## config.mk

```make
export PLATFORM = sky130hd
export DESIGN_NAME = alu_skip_branch_ops
export DESIGN_NICKNAME = d
export VERILOG_FILES = /design/src/alu_result_unit.v /design/src/alu_skip_branch_ops.v
export VERILOG_INCLUDE_DIRS = /design/src
export SDC_FILE = /design/constraint.sdc
export NUM_CORES = 1
export LEC_CHECK = 0
export BUFFER_PORTS_ARGS = -buffer_cell sky130_fd_sc_hd__buf_2
export CAP_MARGIN = 20
export CORE_MARGIN = 2
export CORE_UTILIZATION = 35
export DETAILED_ROUTE_END_ITERATION = 10
export PLACE_DENSITY_LB_ADDON = 0.12
export SYNTH_ARGS = -nofsm -noshare
export SYNTH_HDL_FRONTEND = slang
export SYNTH_SLANG_ARGS = --single-unit
```

## constraint.sdc

```tcl
create_clock -name core_clk -period 8.3 [get_ports core_clk]
set_clock_uncertainty 0.05 [all_clocks]
set_input_delay 1.245 -clock core_clk [delete_from_list [all_inputs] [get_ports core_clk]]
set_output_delay 1.245 -clock core_clk [all_outputs]
set_load 0.01 [all_outputs]
```

## src/alu_skip_branch_map.vh

```
`ifndef ALU_SKIP_BRANCH_MAP_VH
`define ALU_SKIP_BRANCH_MAP_VH
// ----------------------------------------
// Operation codes on the op_code port
// ----------------------------------------
`define OP_NONE                  3'h0
`define OP_CLEAR_ACCUMULATOR     3'h1
`define OP_DECREMENT_SKIP        3'h2
`define OP_INCREMENT_SKIP        3'h3
`define OP_JUMP_ABSOLUTE         3'h4
`define OP_OR_LITERAL            3'h5
`define OP_INCREMENT_REGISTER    3'h6
`define OP_OR_REGISTER           3'h7
// ----------------------------------------
// Field positions and reset values
// ----------------------------------------
`define LATCH_JUMP_HI            4
`define LATCH_JUMP_LO            3
`define ACC_RESET                8'h00
`define ZERO_RESET               1'b0
`define PC_RESET                 13'h0000
// ----------------------------------------
// Cycle counts
// ----------------------------------------
`define TWO_CYCLE_STALL          1'b1
`endif

```

## src/alu_result_unit.v

```verilog
`timescale 1ns/1ns
module alu_result_unit (
   // Operation and operands
   input  wire [2:0] op_code,
   input  wire [7:0] acc_value,
   input  wire [7:0] file_value,
   input  wire [7:0] literal,
   // Result
   output reg  [7:0] result,
   output reg        result_zero
);
`include "alu_skip_branch_map.vh"
   always @* begin
      case (op_code)
         `OP_CLEAR_ACCUMULATOR:  result = 8'h00;
         `OP_DECREMENT_SKIP:     result = file_value - 8'h01;
         `OP_INCREMENT_SKIP,
         `OP_INCREMENT_REGISTER: result = file_value + 8'h01;
         `OP_OR_LITERAL:         result = acc_value | literal;
         `OP_OR_REGISTER:        result = acc_value | file_value;
         default:                result = acc_value;
      endcase
      result_zero = (result == 8'h00);
   end
endmodule

```

## src/alu_skip_branch_ops.v

```verilog
// Functional notes
// - Clear accumulator to zero and set the zero flag; no operands.
// - Destination bit 0 writes accumulator, 1 writes file register 0..127.
// - Decrement-skip stores per destination, flags unchanged; zero result skips next.
// - Increment-skip stores per destination, flags unchanged; zero result skips next.
// - Jump loads immediate into counter 10:0, latch bits 4:3 into 12:11.
// - Jump is unconditional, immediate 0..2047, flags unchanged, two cycles.
// - OR literal into accumulator and update zero flag.
// - Increment register stores per destination, updates zero flag, no skip.
// - OR accumulator with register, store per destination, update zero flag.
`timescale 1ns/1ns
module alu_skip_branch_ops #(
   parameter ADDR_W = 7
) (
   // Clock and reset
   input  wire              core_clk,
   input  wire              rst,
   // Instruction issue
   input  wire              op_valid,
   input  wire [2:0]        op_code,
   input  wire              dest_bit,
   input  wire [ADDR_W-1:0] file_addr,
   input  wire [10:0]       immediate,
   input  wire [7:0]        upper_jump_latch,
   // File register port
   input  wire [7:0]        file_rdata,
   output wire [ADDR_W-1:0] file_waddr,
   output reg  [7:0]        file_wdata,
   output reg               file_we,
   // Core state
   output reg  [7:0]        acc_q,
   output reg               zero_flag_q,
   output reg  [12:0]       program_counter_q,
   output reg               jump_q,
   output reg               squash_q,
   output wire              op_ready
);
`include "alu_skip_branch_map.vh"
   // ----------------------------------------
   // Decode helpers
   // ----------------------------------------
   // Skip ops are the only ones whose length depends on data.
   function is_skip_op;
      input [2:0] code;
      begin
         is_skip_op = (code == `OP_DECREMENT_SKIP) || (code == `OP_INCREMENT_SKIP);
      end
   endfunction
   // File ops that honour the destination bit.
   function has_dest;
      input [2:0] code;
      begin
         case (code)
            `OP_DECREMENT_SKIP,
            `OP_INCREMENT_SKIP,
            `OP_INCREMENT_REGISTER,
            `OP_OR_REGISTER: has_dest = 1'b1;
            default:         has_dest = 1'b0;
         endcase
      end
   endfunction
   // Ops that rewrite the zero flag; skip ops and the jump leave it alone.
   function updates_zero;
      input [2:0] code;
      begin
         case (code)
            `OP_CLEAR_ACCUMULATOR,
            `OP_OR_LITERAL,
            `OP_INCREMENT_REGISTER,
            `OP_OR_REGISTER: updates_zero = 1'b1;
            default:         updates_zero = 1'b0;
         endcase
      end
   endfunction
   // Jump target: two latch bits above the eleven-bit immediate.
   function [12:0] jump_target;
      input [7:0]  latch;
      input [10:0] target;
      begin
         jump_target = {latch[`LATCH_JUMP_HI:`LATCH_JUMP_LO], target};
      end
   endfunction
   // ----------------------------------------
   // Result path
   // ----------------------------------------
   wire [7:0] result;
   wire       result_zero;
   reg  [7:0] acc_d;
   reg        zero_flag_d;
   reg [12:0] program_counter_d;
   reg        jump_d;
   reg        squash_d;
   reg        busy_q;
   reg        busy_d;
   // ----------------------------------------
   // Operand unit
   // ----------------------------------------
   alu_result_unit u_result (
      .op_code     (op_code),
      .acc_value   (acc_q),
      .file_value  (file_rdata),
      .literal     (immediate[7:0]),
      .result      (result),
      .result_zero (result_zero)
   );
   // ----------------------------------------
   // File port
   // ----------------------------------------
   // Read data must settle within the cycle; it feeds the write data directly.
   assign file_waddr = file_addr;
   // ----------------------------------------
   // Issue handshake
   // ----------------------------------------
   // The second cycle of a two-cycle op refuses a new issue.
   assign op_ready = ~busy_q;
   wire take = op_valid & ~busy_q;
   // ----------------------------------------
   // Decoded issue
   // ----------------------------------------
   // The write strobe is decoded apart from the case below so that the
   // file port sees it without waiting on the accumulator path.
   wire to_file    = take & has_dest(op_code) & dest_bit;
   wire skip_taken = take & is_skip_op(op_code) & result_zero;
   // ----------------------------------------
   // Next state
   // ----------------------------------------
   always @* begin
      acc_d             = acc_q;
      zero_flag_d       = zero_flag_q;
      program_counter_d = program_counter_q;
      jump_d            = 1'b0;
      squash_d          = 1'b0;
      busy_d            = 1'b0;
      file_wdata        = result;
      file_we           = to_file;
      if (take) begin
         program_counter_d = program_counter_q + 13'h0001;
         case (op_code)
            `OP_CLEAR_ACCUMULATOR: begin
               acc_d       = 8'h00;
               zero_flag_d = 1'b1;
            end
            `OP_DECREMENT_SKIP: begin
               if (!dest_bit)
                  acc_d = result;
            end
            `OP_INCREMENT_SKIP: begin
               if (!dest_bit)
                  acc_d = result;
            end
            `OP_JUMP_ABSOLUTE: begin
               program_counter_d = jump_target(upper_jump_latch, immediate);
               jump_d            = 1'b1;
               busy_d            = `TWO_CYCLE_STALL;
            end
            `OP_OR_LITERAL: begin
               acc_d = result;
            end
            `OP_INCREMENT_REGISTER: begin
               if (!dest_bit)
                  acc_d = result;
            end
            `OP_OR_REGISTER: begin
               if (!dest_bit)
                  acc_d = result;
            end
            default: begin
               acc_d = acc_q;
            end
         endcase
         if (updates_zero(op_code))
            zero_flag_d = result_zero;
         // Skip ops keep the flags; only the slot after them is lost.
         if (skip_taken) begin
            squash_d = 1'b1;
            busy_d   = `TWO_CYCLE_STALL;
         end
      end
   end
   // ----------------------------------------
   // Accumulator and zero flag
   // ----------------------------------------
   always @(posedge core_clk or posedge rst) begin
      if (rst) begin
         acc_q       <= `ACC_RESET;
         zero_flag_q <= `ZERO_RESET;
      end else begin
         acc_q       <= acc_d;
         zero_flag_q <= zero_flag_d;
      end
   end
   // ----------------------------------------
   // Program counter
   // ----------------------------------------
   // The top two counter bits are loaded from the latch on a jump, and can also change by carry out of the increment.
   always @(posedge core_clk or posedge rst) begin
      if (rst) begin
         program_counter_q <= `PC_RESET;
      end else begin
         program_counter_q <= program_counter_d;
      end
   end
   // ----------------------------------------
   // Issue control
   // ----------------------------------------
   // Busy is the only state that throttles issue; it never lasts past one cycle.
   always @(posedge core_clk or posedge rst) begin
      if (rst) begin
         jump_q   <= 1'b0;
         squash_q <= 1'b0;
         busy_q   <= 1'b0;
      end else begin
         jump_q   <= jump_d;
         squash_q <= squash_d;
         busy_q   <= busy_d;
      end
   end
endmodule

```

==> results.json <==
{
  "start_kind": "input port",
  "tightestPinTransition_ns": 0.911,
  "hpwl_um": 4050,
  "async_flop_share": 1.00,
  "postCtsSetupRepairBufs": 0,
  "place.gp.congestion": 0.837,
  "hp-class": "flip-flop to flip-flop",
  "die-area_sq_um": 6260,
  "grt_use_met1": 0.256,
  "required_ns": 7.01,
  "yosysWarnings": 0,
  "ir_drop_mv": 0.0772,
  "cp-startpoint": "op_code[2]",
  "overflow": 0,
  "die_h_um": 79.1,
  "post_drt_wl_per_cell_um": 14.8,
  "syn_to_final_growth_pct": 18.0,
  "worst-setup-path-type": "input port to primary output",
  "dpl_cell_area_sq_um": 2260,
  "gr-usage-met2": 0.298,
  "die_x_um": 79.1,
  "crit_path_max_fanout": 10,
  "drv_cap": 0,
  "antenna_left": 0,
  "period_share": 0.633,
  "drtPass1Iterations": 4,
  "finalSetupTns_ns": 0,
  "cts_hold_buf": 0,
  "numCtsBuffers": 3,
  "final_area_sq_um": 2330,
  "row_count": 27,
  "syn_nets": 289,
  "status": "complete, no violations",
  "end_kind": "primary output",
  "power_density_nw_per_um2": 201,
  "ys_ff_latch": 25,
  "final_common_cell": "buf_2",
  "design.portCount": 82,
  "grt_pass1_wl_um": 9200,
  "critPathArrivalTime_ns": 3.96,
  "cts.sinks": 25,
  "grt_usage": 0.182,
  "synth_seq_area_share": 0.317,
  "grt_pass1_vias": 1836,
  "hold_viol": 0,
  "num_antenna_cells": 0,
  "drv_slew": 0,
  "r2r_start": "busy_q",
  "min_from": "zero_flag_q",
  "fmax_mhz": 190,
  "vias": 1921,
  "root_buffer": "clkbuf_8",
  "fin_crit_ns": 5.25,
  "h-tree-depth": 1,
  "postSynthAreaPerCell_sq_um": 8.23,
  "grt_max_degree": 29,
  "cts_tree": "yes",
  "wl_um": 5320,
  "path_clk_slew_ns": 0.09,
  "cts.path.max_buffers": 2,
  "clk-insertion-delay-late_ns": 0.27,
  "drive_gt1_frac": 0.271,
  "numPortBuffers": 61,
  "synth_enable_flop_cells": 0,
  "core_sq_um": 5470,
  "layout_common_cells": "61 x buf_2, 28 x nor2_1, 25 x a21oi_1, 25 x dfrtp_1, 23 x nand2_1",
  "remaining_drc_errors": 0,
  "grt.busiest_layer": "met2",
  "ctsResizeCount": 0,
  "synth.cell_area_sq_um": 1980,
  "nets": 338,
  "initial_utilization": 0.361,
  "drt-vias-per-instance": 5.34,
  "grt_use_met3": 0.0250,
  "synth_ff_type": "dfrtp_1",
  "leakage_nw": 1.09,
  "syn_inst": 240,
  "antenna_found_initial": 0,
  "synth.distinct_cells": 51,
  "final-setup-viol-count": 0,
  "drtIter0Drc": 104,
  "grt_setup_unrepaired": "no",
  "slew_headroom": 0.393
}
-- cell usage after synthesis (2+ instances only) --
master / number / area [sq um]
buf_4: 9 / 67.6
and4_1: 2 / 17.5
inv_1: 7 / 26.3
a31oi_1: 2 / 12.5
nand2_1: 23 / 86.3
a221o_1: 3 / 30.0
nand2b_1: 2 / 12.5
nand4_1: 2 / 12.5
a22o_1: 8 / 70.1
dfrtp_1: 25 / 626
nor3_2: 2 / 20.0
xor2_1: 2 / 17.5
clkbuf_1: 8 / 30.0
mux2_2: 2 / 22.5
a21oi_1: 25 / 125
o221ai_1: 2 / 17.5
nor2_1: 28 / 105
o2bb2ai_1: 2 / 17.5
nand3_1: 14 / 70.1
o31ai_1: 2 / 15.0
and3_1: 4 / 25.0
mux2i_1: 7 / 70.1
buf_6: 2 / 22.5
a21o_1: 2 / 15.0
o22ai_1: 5 / 31.3
nor3b_2: 2 / 25.0
ha_1: 7 / 87.6
nor2b_1: 4 / 25.0
o21ai_0: 10 / 50.1
o21ai_1: 4 / 20.0
nand3b_1: 3 / 22.5
-- metrics by stage --
step	total power [mW]	setup WS [ns]	hold WS, ns	util	std cells
floorplan	0.323	3.52	0.465	-	240
global placement	0.395	3.06	0.417	0.413	355
detailed placement	0.396	3.06	0.419	0.413	355
CTS	0.474	3.05	0.454	0.421	359
global route	0.511	2.79	0.485	0.426	360
finish	0.468	3.05	0.453	0.426	360
-- path summary, 6_finish.rpt --
kind | end | slack, ns | cells after the start
setup / recovery | file_wdata[7] | 3.05 | 10
hold / removal | zero_flag_q | 0.45 | 2
setup reg to reg | acc_q[4] | 6.37 | 6
hold reg to reg | zero_flag_q | 0.45 | 2
max in group asynchronous | program_counter_q[11] | 6.83 | 3
min in group asynchronous | zero_flag_q | 0.92 | 2
-- final cells by class --
class / count / area [sq um]
clock buffer: 4 / 45.0
fill: 592 / 3140
inverter: 7 / 26.3
multi-input combinational: 189 / 1200
sequential: 25 / 626
tap: 72 / 90.1
timing repair buffer: 63 / 340
-- kinds of logic (layout without fill, tap and decap cells) --
logic type | count (synthesis) | in the layout | share of synthesized area
xor gates and xnor gates | 2 | 2 | 0.00887
and+or+nand+nor | 94 | 94 | 0.242
muxes | 9 | 9 | 0.0469
AOI/OAI and AO/OA | 76 | 76 | 0.257
DFF | 25 | 25 | 0.317
adders and majority gates | 8 | 8 | 0.0545
buffers and inverters | 26 | 74 | 0.0741
-- routing by layer --
layer  up-vias  routed length [um]
li1        974                   -
met1       893                2570
met2        52                2410
met3         2                 309
met4         0                  24
met5         -                   0
-- worst max-delay path, stage by stage --
cell and delay (ns):
buf_2 0.16, nor2b_1 0.19, o21ai_0 0.71, ha_1 0.43, a21oi_1 0.25, o21ai_1 0.11
nor2_1 0.21, mux2i_1 0.12, nor3_2 0.33, buf_2 0.20
-- state kept, by name, indices dropped and copies added (netlist names) --
| name | cells |
|---|---|
| program_counter_q | 13 |
| acc_q | 8 |
| busy_q | 1 |
| jump_q | 1 |
| squash_q | 1 |
| zero_flag_q | 1 |
-- power breakdown --
part           switching (mW)  internal, mW
clock                  0.0394        0.0343
sequential             0.0359         0.155
combinational           0.115        0.0888
total                   0.190         0.278
Power figures use the tool's default switching activity.
